### src/hdl/fhc_pkg.sv
package fhc_pkg;

  // ----------------------------------------------------------------------
  // Address decode on A2..A0.
  // ----------------------------------------------------------------------
  localparam logic [2:0] FHC_ADDR_DRIVE_CTRL = 3'h2;
  localparam logic [2:0] FHC_ADDR_STATUS = 3'h4;
  localparam logic [2:0] FHC_ADDR_DATA = 3'h5;
  localparam logic [2:0] FHC_ADDR_RATE = 3'h7;

  // ----------------------------------------------------------------------
  // Register reset values and field positions.
  // ----------------------------------------------------------------------
  localparam logic [7:0] FHC_DCR_RESET = 8'h00;
  localparam logic [1:0] FHC_RATE_RESET = 2'h2;
  localparam int FHC_DCR_MOTOR_LSB = 4;
  localparam int FHC_DCR_DMA_EN = 3;
  localparam int FHC_DCR_CORE_RUN = 2;
  localparam int FHC_CHG_BIT = 7;

  // ----------------------------------------------------------------------
  // Rate codes.
  // ----------------------------------------------------------------------
  localparam logic [1:0] FHC_RATE_500K = 2'h0;
  localparam logic [1:0] FHC_RATE_300K = 2'h1;
  localparam logic [1:0] FHC_RATE_250K = 2'h2;
  localparam logic [1:0] FHC_RATE_1M = 2'h3;

  // ----------------------------------------------------------------------
  // Prescaler divisors from the 24 MHz oscillator.
  // ----------------------------------------------------------------------
  localparam logic [2:0] FHC_DIV_8M = 3'h3;
  localparam logic [2:0] FHC_DIV_4M8 = 3'h5;
  localparam logic [2:0] FHC_DIV_4M = 3'h6;

  // ----------------------------------------------------------------------
  // Precompensation codes, in ns.
  // ----------------------------------------------------------------------
  localparam logic [7:0] FHC_PRECOMP_83 = 8'h53;
  localparam logic [7:0] FHC_PRECOMP_125 = 8'h7D;
  localparam logic [7:0] FHC_PRECOMP_208 = 8'hD0;
  localparam logic [7:0] FHC_PRECOMP_250 = 8'hFA;

  // ----------------------------------------------------------------------
  // Timing.
  // ----------------------------------------------------------------------
  localparam int FHC_CLK_MHZ = 40;
  localparam int FHC_IDLE_MS = 500;
  localparam int FHC_IDLE_CYCLES = FHC_IDLE_MS * 1000 * FHC_CLK_MHZ;
  localparam int FHC_WAKE_US = 2000;
  localparam int FHC_WAKE_CYCLES = FHC_WAKE_US * FHC_CLK_MHZ;

  typedef struct packed {
    logic       fast_filter;
    logic       slow_filter;
    logic       speed_high;
    logic [2:0] divisor;
    logic [7:0] precomp_ns;
  } fhc_rate_cfg_t;

  typedef struct packed {
    logic       req_master;
    logic       dir_to_host;
    logic       non_dma_exec;
    logic       busy;
    logic [3:0] seeking;
  } fhc_status_t;

endpackage

### src/hdl/fhc_host_regs.sv
`timescale 1ns/1ps
// Contract
// Prescaler divides oscillator by 3, 5 or 6.
// 300 code, low drive type: 4 MHz.
// Rate codes set filter, speed and rate.
// Precomp values follow select input and rate.
// Low power stops oscillator and core.
// Status or data access restarts oscillator.
// Request flag held off while oscillator settles.
// Low power on command or after idle.
// Rate and drive registers survive power down.
// Unit select low only with motor enabled.
// Status readable any time, no delay.
// Host polls status before each non-DMA byte.
// Request flag clears after each byte transfer.
// Direction bit: 0 write, 1 read.
// Non-DMA bit only during non-DMA execution.
// Busy set first command byte, clear at end.
// Seek bits set on seek, clear on sense.
// Data port carries command, data, result bytes.
// Motor bits drive active-low motor outputs.
// DMA enable bit gates request, acknowledge, interrupt.
// Core reset bit leaves registers untouched.
// Full address decode, no aliasing.
// DMA disabled floats interrupt and request.
// Hardware reset clears drive, rate to 250.
// Address map 010, 100, 101, 111.
module fhc_host_regs
  import fhc_pkg::*;
#(
  parameter int IDLE_CYCLES = FHC_IDLE_CYCLES,
  parameter int WAKE_CYCLES = FHC_WAKE_CYCLES
) (
  // Clock and reset.
  input wire logic clk_sys_in,
  input wire logic rst_n_in,
  // Processor bus.
  input wire logic [2:0] addr_in,
  input wire logic rd_in,
  input wire logic wr_in,
  input wire logic [7:0] wdata_in,
  output logic [7:0] rdata_out,
  output logic [7:0] rdata_oe_out,
  // Core side.
  input wire logic [7:0] core_rdata_in,
  input wire logic core_req_in,
  input wire logic core_dir_in,
  input wire logic core_non_dma_in,
  input wire logic core_busy_in,
  input wire logic [3:0] core_seeking_in,
  input wire logic core_irq_in,
  input wire logic core_dreq_in,
  input wire logic core_idle_in,
  input wire logic power_down_cmd_in,
  input wire logic auto_power_down_in,
  output logic [7:0] core_wdata_out,
  output logic core_wr_out,
  output logic core_rd_out,
  output logic core_dma_ack_out,
  output logic core_reset_out,
  output logic core_clk_en_out,
  output logic osc_run_out,
  // Drive side and straps.
  input wire logic drive_type_input_in,
  input wire logic precomp_select_input_in,
  input wire logic disk_changed_n_in,
  input wire logic dma_acknowledge_n_in,
  output logic [3:0] motor_on_n_out,
  output logic [3:0] unit_select_n_out,
  output logic filter_ground_fast_out,
  output logic filter_ground_slow_out,
  output logic spindle_speed_low_current_out,
  output logic [7:0] precomp_ns_out,
  output logic [2:0] prescale_div_out,
  output logic master_clk_tick_out,
  output logic irq_out,
  output logic irq_oe_out,
  output logic dma_request_out,
  output logic dma_request_oe_out
);

  // ----------------------------------------------------------------------
  // Registers and decode.
  // ----------------------------------------------------------------------
  typedef enum logic [1:0] {FHC_RUN, FHC_SLEEP, FHC_WAKE} fhc_pwr_t;

  logic [7:0] dcr_q, dcr_d;
  logic [1:0] rate_q, rate_d;
  logic chg_q, chg_d;
  logic wr_dcr, wr_rate, sel_stat, sel_data, sel_chg;
  fhc_rate_cfg_t cfg;
  fhc_status_t stat;

  assign wr_dcr = wr_in && (addr_in == FHC_ADDR_DRIVE_CTRL);
  assign wr_rate = wr_in && (addr_in == FHC_ADDR_RATE);
  assign sel_stat = addr_in == FHC_ADDR_STATUS;
  assign sel_data = addr_in == FHC_ADDR_DATA;
  assign sel_chg = rd_in && (addr_in == FHC_ADDR_RATE);

  always_comb begin
    dcr_d = wr_dcr ? wdata_in : dcr_q;
    rate_d = wr_rate ? wdata_in[1:0] : rate_q;
    chg_d = ~disk_changed_n_in;
  end

  // Hardware reset only; the soft core reset bit never touches these.
  always_ff @(posedge clk_sys_in or negedge rst_n_in) begin
    if (!rst_n_in) begin
      dcr_q <= FHC_DCR_RESET;
      rate_q <= FHC_RATE_RESET;
      chg_q <= 1'b0;
    end else begin
      dcr_q <= dcr_d;
      rate_q <= rate_d;
      chg_q <= chg_d;
    end
  end

  fhc_rate_decode u_rate (
    .rate_in(rate_q),
    .drive_type_in(drive_type_input_in),
    .precomp_select_in(precomp_select_input_in),
    .cfg_out(cfg)
  );

  // ----------------------------------------------------------------------
  // Prescaler and power state.
  // ----------------------------------------------------------------------
  fhc_pwr_t pwr_q, pwr_d;
  logic [31:0] cnt_q, cnt_d;
  logic [2:0] pre_q, pre_d;
  logic tick_q, tick_d;
  logic host_touch;

  // Any status or data access wakes the oscillator.
  assign host_touch = (rd_in || wr_in) && (sel_stat || sel_data);

  always_comb begin
    pwr_d = pwr_q;
    cnt_d = cnt_q;
    case (pwr_q)
      FHC_RUN: begin
        if (power_down_cmd_in) begin
          pwr_d = FHC_SLEEP;
        end else if (auto_power_down_in && core_idle_in && !host_touch) begin
          cnt_d = cnt_q + 32'h1;
          if (cnt_q == 32'(IDLE_CYCLES - 1)) begin
            pwr_d = FHC_SLEEP;
          end
        end else begin
          cnt_d = '0;
        end
      end
      FHC_SLEEP: begin
        cnt_d = '0;
        if (host_touch) begin
          pwr_d = FHC_WAKE;
        end
      end
      FHC_WAKE: begin
        cnt_d = cnt_q + 32'h1;
        if (cnt_q == 32'(WAKE_CYCLES - 1)) begin
          pwr_d = FHC_RUN;
          cnt_d = '0;
        end
      end
      default: begin
        pwr_d = FHC_RUN;
        cnt_d = '0;
      end
    endcase
    // Prescaler is frozen while the oscillator is off.
    pre_d = pre_q;
    tick_d = 1'b0;
    if (pwr_q == FHC_RUN) begin
      if (pre_q >= cfg.divisor - 3'h1) begin
        pre_d = '0;
        tick_d = 1'b1;
      end else begin
        pre_d = pre_q + 3'h1;
      end
    end
  end

  always_ff @(posedge clk_sys_in or negedge rst_n_in) begin
    if (!rst_n_in) begin
      pwr_q <= FHC_RUN;
      cnt_q <= '0;
      pre_q <= '0;
      tick_q <= 1'b0;
    end else begin
      pwr_q <= pwr_d;
      cnt_q <= cnt_d;
      pre_q <= pre_d;
      tick_q <= tick_d;
    end
  end

  assign osc_run_out = pwr_q != FHC_SLEEP;
  assign core_clk_en_out = pwr_q == FHC_RUN;
  assign master_clk_tick_out = tick_q;
  assign prescale_div_out = cfg.divisor;
  assign precomp_ns_out = cfg.precomp_ns;
  assign filter_ground_fast_out = cfg.fast_filter;
  assign filter_ground_slow_out = cfg.slow_filter;
  assign spindle_speed_low_current_out = cfg.speed_high;
  assign core_reset_out = ~dcr_q[FHC_DCR_CORE_RUN];

  // ----------------------------------------------------------------------
  // Drive outputs. Software must drop motors before sleeping.
  // ----------------------------------------------------------------------
  logic dma_en;
  assign dma_en = dcr_q[FHC_DCR_DMA_EN];
  assign motor_on_n_out = ~dcr_q[FHC_DCR_MOTOR_LSB +: 4];

  genvar gi;
  for (gi = 0; gi < 4; gi++) begin : g_unit
    // Select only the addressed unit whose motor bit is set.
    assign unit_select_n_out[gi] =
      ~((dcr_q[1:0] == 2'(gi)) && dcr_q[FHC_DCR_MOTOR_LSB + gi]);
  end

  // DMA lines float and acknowledge is ignored when disabled.
  assign irq_out = core_irq_in;
  assign irq_oe_out = dma_en;
  assign dma_request_out = core_dreq_in;
  assign dma_request_oe_out = dma_en;
  assign core_dma_ack_out = dma_en && !dma_acknowledge_n_in;

  // ----------------------------------------------------------------------
  // Status and data port.
  // ----------------------------------------------------------------------
  // Request is masked during wake-up so the host waits via normal polling.
  always_comb begin
    stat.req_master = core_req_in && (pwr_q == FHC_RUN);
    stat.dir_to_host = core_dir_in;
    stat.non_dma_exec = core_non_dma_in;
    stat.busy = core_busy_in;
    stat.seeking = core_seeking_in;
  end

  // Core owns the handshake; this block only steers bytes.
  assign core_wdata_out = wdata_in;
  assign core_wr_out = wr_in && sel_data && (pwr_q == FHC_RUN);
  assign core_rd_out = rd_in && sel_data && (pwr_q == FHC_RUN);

  // Read data is combinational so status needs no wait after a transfer.
  always_comb begin
    rdata_out = 8'h00;
    rdata_oe_out = 8'h00;
    if (rd_in && sel_stat) begin
      rdata_out = stat;
      rdata_oe_out = 8'hFF;
    end else if (rd_in && sel_data) begin
      rdata_out = core_rdata_in;
      rdata_oe_out = 8'hFF;
    end else if (sel_chg) begin
      rdata_out[FHC_CHG_BIT] = chg_q;
      rdata_oe_out[FHC_CHG_BIT] = 1'b1;
    end
  end

  // ----------------------------------------------------------------------
  // Checks.
  // ----------------------------------------------------------------------
  property p_reset_vals;
    @(posedge clk_sys_in) $rose(rst_n_in) |-> dcr_q == FHC_DCR_RESET && rate_q == FHC_RATE_RESET;
  endproperty
  a_reset_vals: assert property (p_reset_vals) else $error("bad reset values");

  property p_unit_sel;
    @(posedge clk_sys_in) disable iff (!rst_n_in)
      !unit_select_n_out[0] |-> dcr_q[1:0] == 2'h0 && dcr_q[4];
  endproperty
  a_unit_sel: assert property (p_unit_sel) else $error("unit 0 without motor");

  property p_motor;
    @(posedge clk_sys_in) disable iff (!rst_n_in)
      wr_dcr |=> motor_on_n_out == ~$past(wdata_in[7:4]);
  endproperty
  a_motor: assert property (p_motor) else $error("motor outputs wrong");

  property p_dma_off;
    @(posedge clk_sys_in) disable iff (!rst_n_in)
      !dma_en |-> !irq_oe_out && !dma_request_oe_out && !core_dma_ack_out;
  endproperty
  a_dma_off: assert property (p_dma_off) else $error("dma lines active");

  property p_wake;
    @(posedge clk_sys_in) disable iff (!rst_n_in)
      pwr_q == FHC_SLEEP && host_touch |=> !stat.req_master && osc_run_out;
  endproperty
  a_wake: assert property (p_wake) else $error("wake wrong");

  property p_sleep_cmd;
    @(posedge clk_sys_in) disable iff (!rst_n_in)
      pwr_q == FHC_RUN && power_down_cmd_in |=> !osc_run_out;
  endproperty
  a_sleep_cmd: assert property (p_sleep_cmd) else $error("no sleep");

  property p_alias;
    @(posedge clk_sys_in) disable iff (!rst_n_in)
      wr_in && addr_in != FHC_ADDR_DRIVE_CTRL |=> $stable(dcr_q);
  endproperty
  a_alias: assert property (p_alias) else $error("aliased write");

  property p_soft_reset;
    @(posedge clk_sys_in) disable iff (!rst_n_in)
      core_reset_out && !wr_rate |=> $stable(rate_q);
  endproperty
  a_soft_reset: assert property (p_soft_reset) else $error("rate changed");

endmodule

### src/hdl/fhc_rate_decode.sv
`timescale 1ns/1ps
module fhc_rate_decode
  import fhc_pkg::*;
(
  // Selection.
  input wire logic [1:0] rate_in,
  input wire logic drive_type_in,
  input wire logic precomp_select_in,
  // Decoded configuration.
  output fhc_rate_cfg_t cfg_out
);

  always_comb begin
    cfg_out = '0;
    case (rate_in)
      FHC_RATE_500K: begin
        cfg_out.fast_filter = 1'b1;
        cfg_out.speed_high = 1'b1;
        cfg_out.divisor = FHC_DIV_8M;
        cfg_out.precomp_ns = FHC_PRECOMP_125;
      end
      FHC_RATE_300K: begin
        cfg_out.slow_filter = 1'b1;
        if (drive_type_in) begin
          cfg_out.divisor = FHC_DIV_4M8;
          cfg_out.precomp_ns = FHC_PRECOMP_208;
        end else begin
          cfg_out.divisor = FHC_DIV_4M;
          cfg_out.precomp_ns = precomp_select_in ? FHC_PRECOMP_250 : FHC_PRECOMP_125;
        end
      end
      FHC_RATE_250K: begin
        cfg_out.slow_filter = 1'b1;
        cfg_out.divisor = FHC_DIV_4M;
        cfg_out.precomp_ns = precomp_select_in ? FHC_PRECOMP_250 : FHC_PRECOMP_125;
      end
      default: begin
        cfg_out.speed_high = ~drive_type_in;
        cfg_out.divisor = FHC_DIV_8M;
        cfg_out.precomp_ns = FHC_PRECOMP_83;
      end
    endcase
  end

endmodule

### config.mk
export PLATFORM = sky130hd
export DESIGN_NAME = fhc_host_regs
export DESIGN_NICKNAME = d
export VERILOG_FILES = /design/src/hdl/fhc_pkg.sv /design/src/hdl/fhc_host_regs.sv /design/src/hdl/fhc_rate_decode.sv
export SDC_FILE = /design/constraint.sdc
export NUM_CORES = 1
export LEC_CHECK = 0
export BUFFER_PORTS_ARGS = -buffer_cell sky130_fd_sc_hd__buf_4
export CORE_MARGIN = 4
export CORE_UTILIZATION = 46
export DETAILED_ROUTE_END_ITERATION = 16
export GPL_TIMING_DRIVEN = 0
export PLACE_DENSITY = 0.76
export SLEW_MARGIN = 20
export SYNTH_ARGS = -nofsm -noshare
export SYNTH_HDL_FRONTEND = slang
export SYNTH_HIERARCHICAL = 1
export SYNTH_SLANG_ARGS = --single-unit
### constraint.sdc
create_clock -name clk_sys_in -period 2.4 [get_ports clk_sys_in]
set_input_delay 0.48 -clock clk_sys_in [delete_from_list [all_inputs] [get_ports clk_sys_in]]
set_output_delay 0.48 -clock clk_sys_in [all_outputs]
set_load 0.1 [all_outputs]
==> results.md, run 1 <==
* Worst path slowest cell: or4_1
* Clock sinks at 49
* Hold_ws at 0.181 ns
* Die footprint at 8200 sq um
* Share of layout cells above drive strength 1 at 39.3%
* R2R Setup Slk at 0.09 ns
* # setup viols final at 0
* I/O pin total at 97
* P per Cell Area at 923 nW/um^2
* Final Util at 66.7%
* Routed WL at 8.13 mm
* Max clock buf depth at 2
* Leakage at 1.96 nW
* IO Port Bufs at 91
* F_max at 432 MHz
* Initial antenna violation count at 0
* Critical path class: register to register
* Simple-gate area share of the yosys netlist at 25.7%
* Met1 usage at 25.2%
* Met3 Use GR at 4.17%
* HP Class: primary input to async pin
* Max VDD drop at 0.508 mV
* CTS H-tree lvls at 2
* CTS tree: built
* Seq cells post-synth at 49
* Netlist Area Pre-Place at 3140 sq um
* R2R cell count at 6
* Final TNS setup at 0 ns
* CP startpoint kind: register
* DRT antenna net count at 0
* Vias in the first global route at 2,755
* Worst-path maximum fanout at 10
* Post-DP HPWL at 6.28 mm
* Data required time of the worst path at 2.59 ns
* Internal Power at 0.00190 W
* GRT Util Overall at 20.0%
* Main synth FF type: dfrtp_1
* Status: finished, final reports clean
* FP Rows at 29
* Count of nets after finishing at 504
* Sw Share at 52.5%
* Largest net degree at the start of global routing at 50
* Largest cells by area after synthesis: dfrtp_1 38%, nor2_1 5.7%, buf_4 5.3%
* Worst setup path end: cnt_q[13]
* Max-cap viol count at 0
* Total number of vias at 2,844
* Final GP Congestion at 0.909
* Pwr Total at 0.00400 W
* Core Region at 6490 sq um
* Insertion delay to the later sink of the worst-skew pair at 0.31 ns
* Post-layout instance area at 4330 sq um
* Dominant cell type by area after synthesis: dfrtp_1
* First-pass GRT wire length at 13.7 mm
* Post-route DRC at 0
* Pins Over Slew Limit at 0
* Post-synthesis adder-cell area fraction at 4.39%
* Drt pass-1 iters at 4
* Cts bufs inserted at 5
* Worst reg2reg path startpoint: cnt_q[10]
* Worst Setup SP: cnt_q[10]
* Number of synthesized flops with an enable pin at 0
* Die Ht at 90.6 um
* Final worst-path cycle share at 96.4%
* Worst Max-Slew Pin Slew at 0.777 ns
* # diodes at 0
* CP arrival at 2.50 ns
* Largest family of logic cells by synthesized area: simple AND/OR/NAND/NOR gates
* Tmin final at 2.31 ns
* Starting Density at 48.3%
* CTS Root Cell: clkbuf_8
* Ys async rst share at 100%
* Final Hold Viols at 0
* RR Endpoint: cnt_q[13]
* Switching power total at 0.00210 W
* Die width at 90.6 um
* Clock group share of total power at 14.1%
* DR iter-0 viols at 124
* Yosys cell types at 47
* Post-synthesis mux area share at 5.75%
* Avg Vias per Cell at 5.37
* Post-synthesis area per instance at 8.98 sq um
* Crit path largest cell delay at 0.55 ns
* Hold buffers post-CTS at 0
* GR peak layer: met2
* Setup Skew at 0.0156 ns
* Post-synthesis compound-gate area fraction at 8.46%
* Yosys Warn Count at 6
* Total gr overflow at 0
* Slew HR at 47.4%
* Clk pin slew, worst setup/hold paths at 0.10 ns
* P&R area growth vs syn at 38.2%
* Post-Synthesis Cells at 349
* Met2 usage at 34.3%
* Cells along the critical path: or4_1 > or4_4 > nor4_4 > o2bb2ai_4 > buf_6 > nor2_1
* Register area share after synthesis at 39.1%
* DR WL/cell at 15.3 um
* Crit. End Element: register
* XOR/XNOR Fraction of Synth Area at 6.70%
* Combinational share of power at 61.5%
* Post-synth top area share at 38.3%
* Dpl cell area at 4160 sq um
* Sequential power share at 24.4%
-- synthesized netlist by cell type, types with 4 or more instances --
master    count
a21oi_1      12
and3_1        6
and4_1        6
buf_4        22
clkbuf_1      5
dfrtp_1      48
ha_1         11
inv_1        21
mux2_2        8
mux2i_1       9
nand2_1      26
nand3_1      17
nand3b_1      4
nand4_1      12
nor2_1       48
nor3_1        8
nor4_1        8
o21ai_0      15
or3_1         5
xnor2_1      10
xor2_1       14
-- stage by stage --
stage / setup slack (ns) / cells
after floorplan: -0.742 / 350
after global placement: -0.381 / 518
after detailed placement: -0.406 / 518
after CTS: 0.00774 / 525
after global routing: -0.0189 / 530
final: 0.0862 / 530
-- critical path, delay by kind of cell, from the launching register on --
kind,cells,cell delay (ns)
AND/OR/NAND/NOR,4,1.31
buffers and inverters,1,0.19
flip-flops,1,0.45
AO/OA/AOI/OAI,1,0.23
-- final cells by class --
| type | count | area, sq um |
|---|---|---|
| clock inverter | 2 | 35.0 |
| fill | 536 | 2160 |
| buffer | 31 | 288 |
| inverter | 21 | 82.6 |
| sequential | 49 | 1230 |
| tap | 77 | 96.3 |
| clock buffer | 5 | 68.8 |
| multi-input combinational | 248 | 1800 |
| timing repair buffer | 97 | 732 |
-- power by group through the flow --
| stage | clock, W | combinational (W) | sequential [W] |
|---|---|---|---|
| finish | 0.000565 | 0.00246 | 0.000975 |
| global route | 0.000613 | 0.00259 | 0.000990 |
| CTS | 0.000576 | 0.00241 | 0.000977 |
| detailed placement | 0 | 0.00237 | 0.000994 |
| global placement | 0 | 0.00234 | 0.000988 |
| floorplan | 0 | 0.00187 | 0.00103 |
-- cell families after synthesis --
kind of cell / Yosys count
AOI/OAI and AO/OA: 40
xor gates and xnor gates: 24
adders and majority gates: 11
buffers and inverters: 53
DFF: 49
muxes: 17
other: 1
and+or+nand+nor: 154
-- what timing repair did --
action,4_1_cts,5_1_grt
gates resized for setup,3,6
pin swaps,1,4
buffers inserted,0,6
endpoints found under the setup margin,22,27
-- placed cells by master (no fill, tap or decap), types with 7 or more instances in the layout --
cell type	netlist	final
xnor2_1	10	10
nand4_1	12	12
ha_1	11	10
buf_4	22	112
nand3_1	17	17
o21ai_0	15	14
a21oi_1	12	7
mux2i_1	9	8
nor2_4	0	11
nand2_1	26	25
inv_1	21	18
nor2_1	48	36
xor2_1	14	14
buf_6	3	8
mux2_2	8	8
dfrtp_1	48	48
-- worst min path at each step --
stage               cells past startpoint  startpoint       end
floorplan                               0    rst_n_in     chg_q
global placement                        1    pre_q[2]  pre_q[2]
detailed placement                      1    pre_q[2]  pre_q[2]
CTS                                     1    rst_n_in  cnt_q[5]
global route                            1    rst_n_in  cnt_q[8]
finish                                  1    rst_n_in  cnt_q[8]
-- flip-flops by register name (all words and copies together) (netlist names) --
register and count:
master_clk_tick_out 1, pwr_q 2, chg_q 1, cnt_q 32
dcr_q 8, rate_q 2, pre_q 3
-- metal layers --
metal / vias up / wire length, um
li1: 1400 / -
met1: 1347 / 3390
met2: 86 / 4170
met3: 11 / 450
met4: 0 / 113
met5: - / 0
Note: power is estimated with default switching activity, not from simulation.
==> run 2, diff against run 1 <==
Settings changed: CELL_PAD_IN_SITES_DETAIL_PLACEMENT from default to 2, CELL_PAD_IN_SITES_GLOBAL_PLACEMENT from default to 2, CORE_UTILIZATION 46 to 27, GPL_TIMING_DRIVEN 0 to default, PLACE_DENSITY 0.76 to default, PLACE_DENSITY_LB_ADDON from default to 0.1, TNS_END_PERCENT from default to 20.
==> run 2 against run 1 <==
Net effect: count of clock-buffer cells in the layout grew 1; setup slack worse by 0.052 ns; final cell count grew 12%; worst hold slack better by 0.038 ns; routed wire length increased by 31%; critical path type is now register to primary output; critical path depth stayed put; power up 4.7%; flip-flop and latch count did not move; largest cell class unchanged; core utilization decreased by 29 points; sequential share of layout area up 0.099 points; highest routed layer unchanged; sequential power up 1%; non-clock buffer count decreased by 6.
==> results.md, run 2 (synthesized netlist as in run 1, its figures left out) <==
* Status: finished, final reports clean (unchanged)
* First-pass GRT wire length at 16.7 mm (was 13.7 mm)
* DR WL/cell at 18.0 um (was 15.3 um)
* Clock sinks at 49 (unchanged)
* CP arrival at 1.89 ns (was 2.50 ns)
* Sw Share at 52.6% (was 52.5%)
* Tmin final at 2.37 ns (was 2.31 ns)
* Biggest regs: cnt_q (32), dcr_q (8), pre_q (3) (unchanged)
* F_max at 423 MHz (was 432 MHz)
* Count of nets after finishing at 498 (was 504)
* Vias in the first global route at 3,161 (was 2,755)
* Crit path largest cell delay at 0.58 ns (was 0.55 ns)
* Worst Path Buf+Inv at 3 (was 1)
* Pre-CTS setup slack at -0.0570 ns (was -0.406 ns)
* Die footprint at 13,400 sq um (was 8200 sq um)
* Worst path slowest cell: dfstp_2 (was or4_1)
* Core Region at 11,400 sq um (was 6490 sq um)
* # diodes at 0 (unchanged)
* DRT antenna net count at 0 (unchanged)
* # setup viols final at 0 (unchanged)
* Max clock buf depth at 2 (unchanged)
* Setup Skew at 0.0121 ns (was 0.0156 ns)
* Worst Max-Slew Pin Slew at 0.670 ns (was 0.777 ns)
* Worst reg2reg path startpoint: cnt_q[7] (was cnt_q[10])
* Final WS setup at 0.0347 ns (was 0.0862 ns)
* Slew HR at 55.4% (was 47.4%)
* Hold buffers post-CTS at 0 (unchanged)
* FP Rows at 39 (was 29)
* Share of layout cells above drive strength 1 at 37.5% (was 39.3%)
* P per Cell Area at 970 nW/um^2 (was 923 nW/um^2)
* Clock group share of total power at 16.7% (was 14.1%)
* HP Class: primary input to async pin (unchanged)
* Leakage at 1.95 nW (was 1.96 nW)
* Data required time of the worst path at 1.92 ns (was 2.59 ns)
* Clk pin slew, worst setup/hold paths at 0.07 ns (was 0.10 ns)
* Final Hold Viols at 0 (unchanged)
* IO Port Bufs at 90 (was 91)
* Critical path class: register to primary output (was register to register)
* Reg with most FFs: cnt_q (unchanged)
* Fillers at 1,251 (was 536)
* Combinational share of power at 59.7% (was 61.5%)
* Total number of vias at 2,930 (was 2,844)
* Avg Vias per Cell at 4.96 (was 5.37)
* Internal Power at 0.00199 W (was 0.00190 W)
* Leading cell type in the layout, fill and taps excluded: buf_4 (unchanged)
* Total gr overflow at 0 (unchanged)
* Largest net degree at the start of global routing at 50 (unchanged)
* Post-route DRC at 0 (unchanged)
* CTS tree: built (unchanged)
* Final worst-path cycle share at 98.6% (was 96.4%)
* RR Endpoint: cnt_q[11] (was cnt_q[13])
* Switching power total at 0.00220 W (was 0.00210 W)
* Worst Setup SP: rate_q[1] (was cnt_q[10])
* DR iter-0 viols at 139 (was 124)
* Cells along the critical path: buf_4 > ha_2 > buf_6 > nor2_2 > a221oi_2 > buf_6 (was or4_1 > or4_4 > nor4_4 > o2bb2ai_4 > buf_6 > nor2_1)
* Die width at 116 um (was 90.6 um)
* Routed WL at 10.6 mm (was 8.13 mm)
* Pins Over Slew Limit at 0 (unchanged)
* Final GP Congestion at 0.745 (was 0.909)
* Cells after DPL at 576 (was 518)
* Max reg flops at 32 (unchanged)
* Max VDD drop at 0.859 mV (was 0.508 mV)
* Pwr Total at 0.00419 W (was 0.00400 W)
* Cts bufs inserted at 5 (unchanged)
* Starting Density at 27.6% (was 48.3%)
* Initial antenna violation count at 0 (unchanged)
* CTS H-tree lvls at 2 (unchanged)
* Worst-path maximum fanout at 4 (was 10)
* Max-cap viol count at 0 (unchanged)
* CTS Root Cell: clkbuf_16 (was clkbuf_8)
* Crit. End Element: primary output (was register)
* R2R Setup Slk at 0.09 ns (about the same)
* CP delay by family, top: flip-flops (was simple AND/OR/NAND/NOR gates)
* R2R cell count at 6 (unchanged)
* CP startpoint kind: register (unchanged)
* Most frequent CP cell: buf_6
* Final TNS setup at 0 ns (unchanged)
* Post-route insts no fill at 591 (was 530)
* Insertion delay to the later sink of the worst-skew pair at 0.29 ns (was 0.31 ns)
* Post-DP HPWL at 8.13 mm (was 6.28 mm)
* I/O pin total at 97 (unchanged)
* Final Util at 38.0% (was 66.7%)
* Sequential power share at 23.6% (was 24.4%)
* Drt pass-1 iters at 4 (unchanged)
* Die Ht at 116 um (was 90.6 um)
* GRT Util Overall at 15.5% (was 20.0%)
* RSZ-0062 raised after global routing: yes
* Commonest cells after routing, fill and taps aside: 119 x buf_4, 48 x dfrtp_1, 43 x nor2_1 (was 112 x buf_4, 48 x dfrtp_1, 36 x nor2_1)
* P&R area growth vs syn at 37.7% (was 38.2%)
==> run 2: changes by cell type in the layout (fill, tap and decap cells not counted), moves of 4 or more <==
cell / before / now
nor2_4: 11 / 4
clkbuf_16: 1 / 5
ha_1: 10 / 5
buf_6: 8 / 2
nor2_1: 36 / 43
buf_4: 112 / 119
clkbuf_8: 5 / 0
==> run 2: how the worst max path moves through the flow <==
stage | to | slack [ns] | cells past startpoint
global placement | pre_q[2] | 0.08 | 11
finish | precomp_ns_out[2] | 0.03 | 6
global route | pre_q[2] | -0.08 | 11
detailed placement | pre_q[2] | -0.06 | 11
floorplan | pre_q[2] | -0.74 | 11
CTS | cnt_q[11] | -0.001 | 7
==> run 2: stage by stage <==
stage / area, sq um / hold slack (ns)
detailed placement: 4050 / 0.513
finish: 4320 / 0.219
global placement: 4050 / 0.477
CTS: 4200 / 0.253
global route: 4320 / 0.282
floorplan: 3220 / 0.184
==> run 2: power by group through the flow <==
| stage | Combinational, W | Sequential (W) | Clock (W) |
|---|---|---|---|
| global route | 0.00265 | 0.00100 | 0.000752 |
| floorplan | 0.00182 | 0.00103 | 0 |
| global placement | 0.00230 | 0.000991 | 0 |
| finish | 0.00250 | 0.000988 | 0.000700 |
| detailed placement | 0.00235 | 0.000998 | 0 |
| CTS | 0.00239 | 0.000982 | 0.000724 |
==> run 2: cell type report <==
class | instances | area, sq um | area share, %
flip-flops and latches | 49 | 1230 | 28.4
inverters | 21 | 81.3 | 1.88
repair buffers | 122 | 936 | 21.7
clock buffers | 6 | 129 | 2.98
multi-input cells | 248 | 1760 | 40.7
clock inverters | 2 | 10.0 | 0.232
well taps | 143 | 179 | 4.14
==> run 2: timing repair <==
item,in CTS,in global routing
endpoints found under the hold margin,0,0
resized for setup,1,16
buffers inserted,1,6
endpoints found under the setup margin,2,33
pin swaps,0,9
==> run 2: metal layers <==
layer | vias up | track usage [%] | share of wire [%]
li1 | 1385 | - | -
met1 | 1481 | 18.6 | 42
met2 | 62 | 29.8 | 54
met3 | 2 | 1.67 | 4.0
met4 | 0 | 3.02 | 0.48
met5 | - | 0 | 0
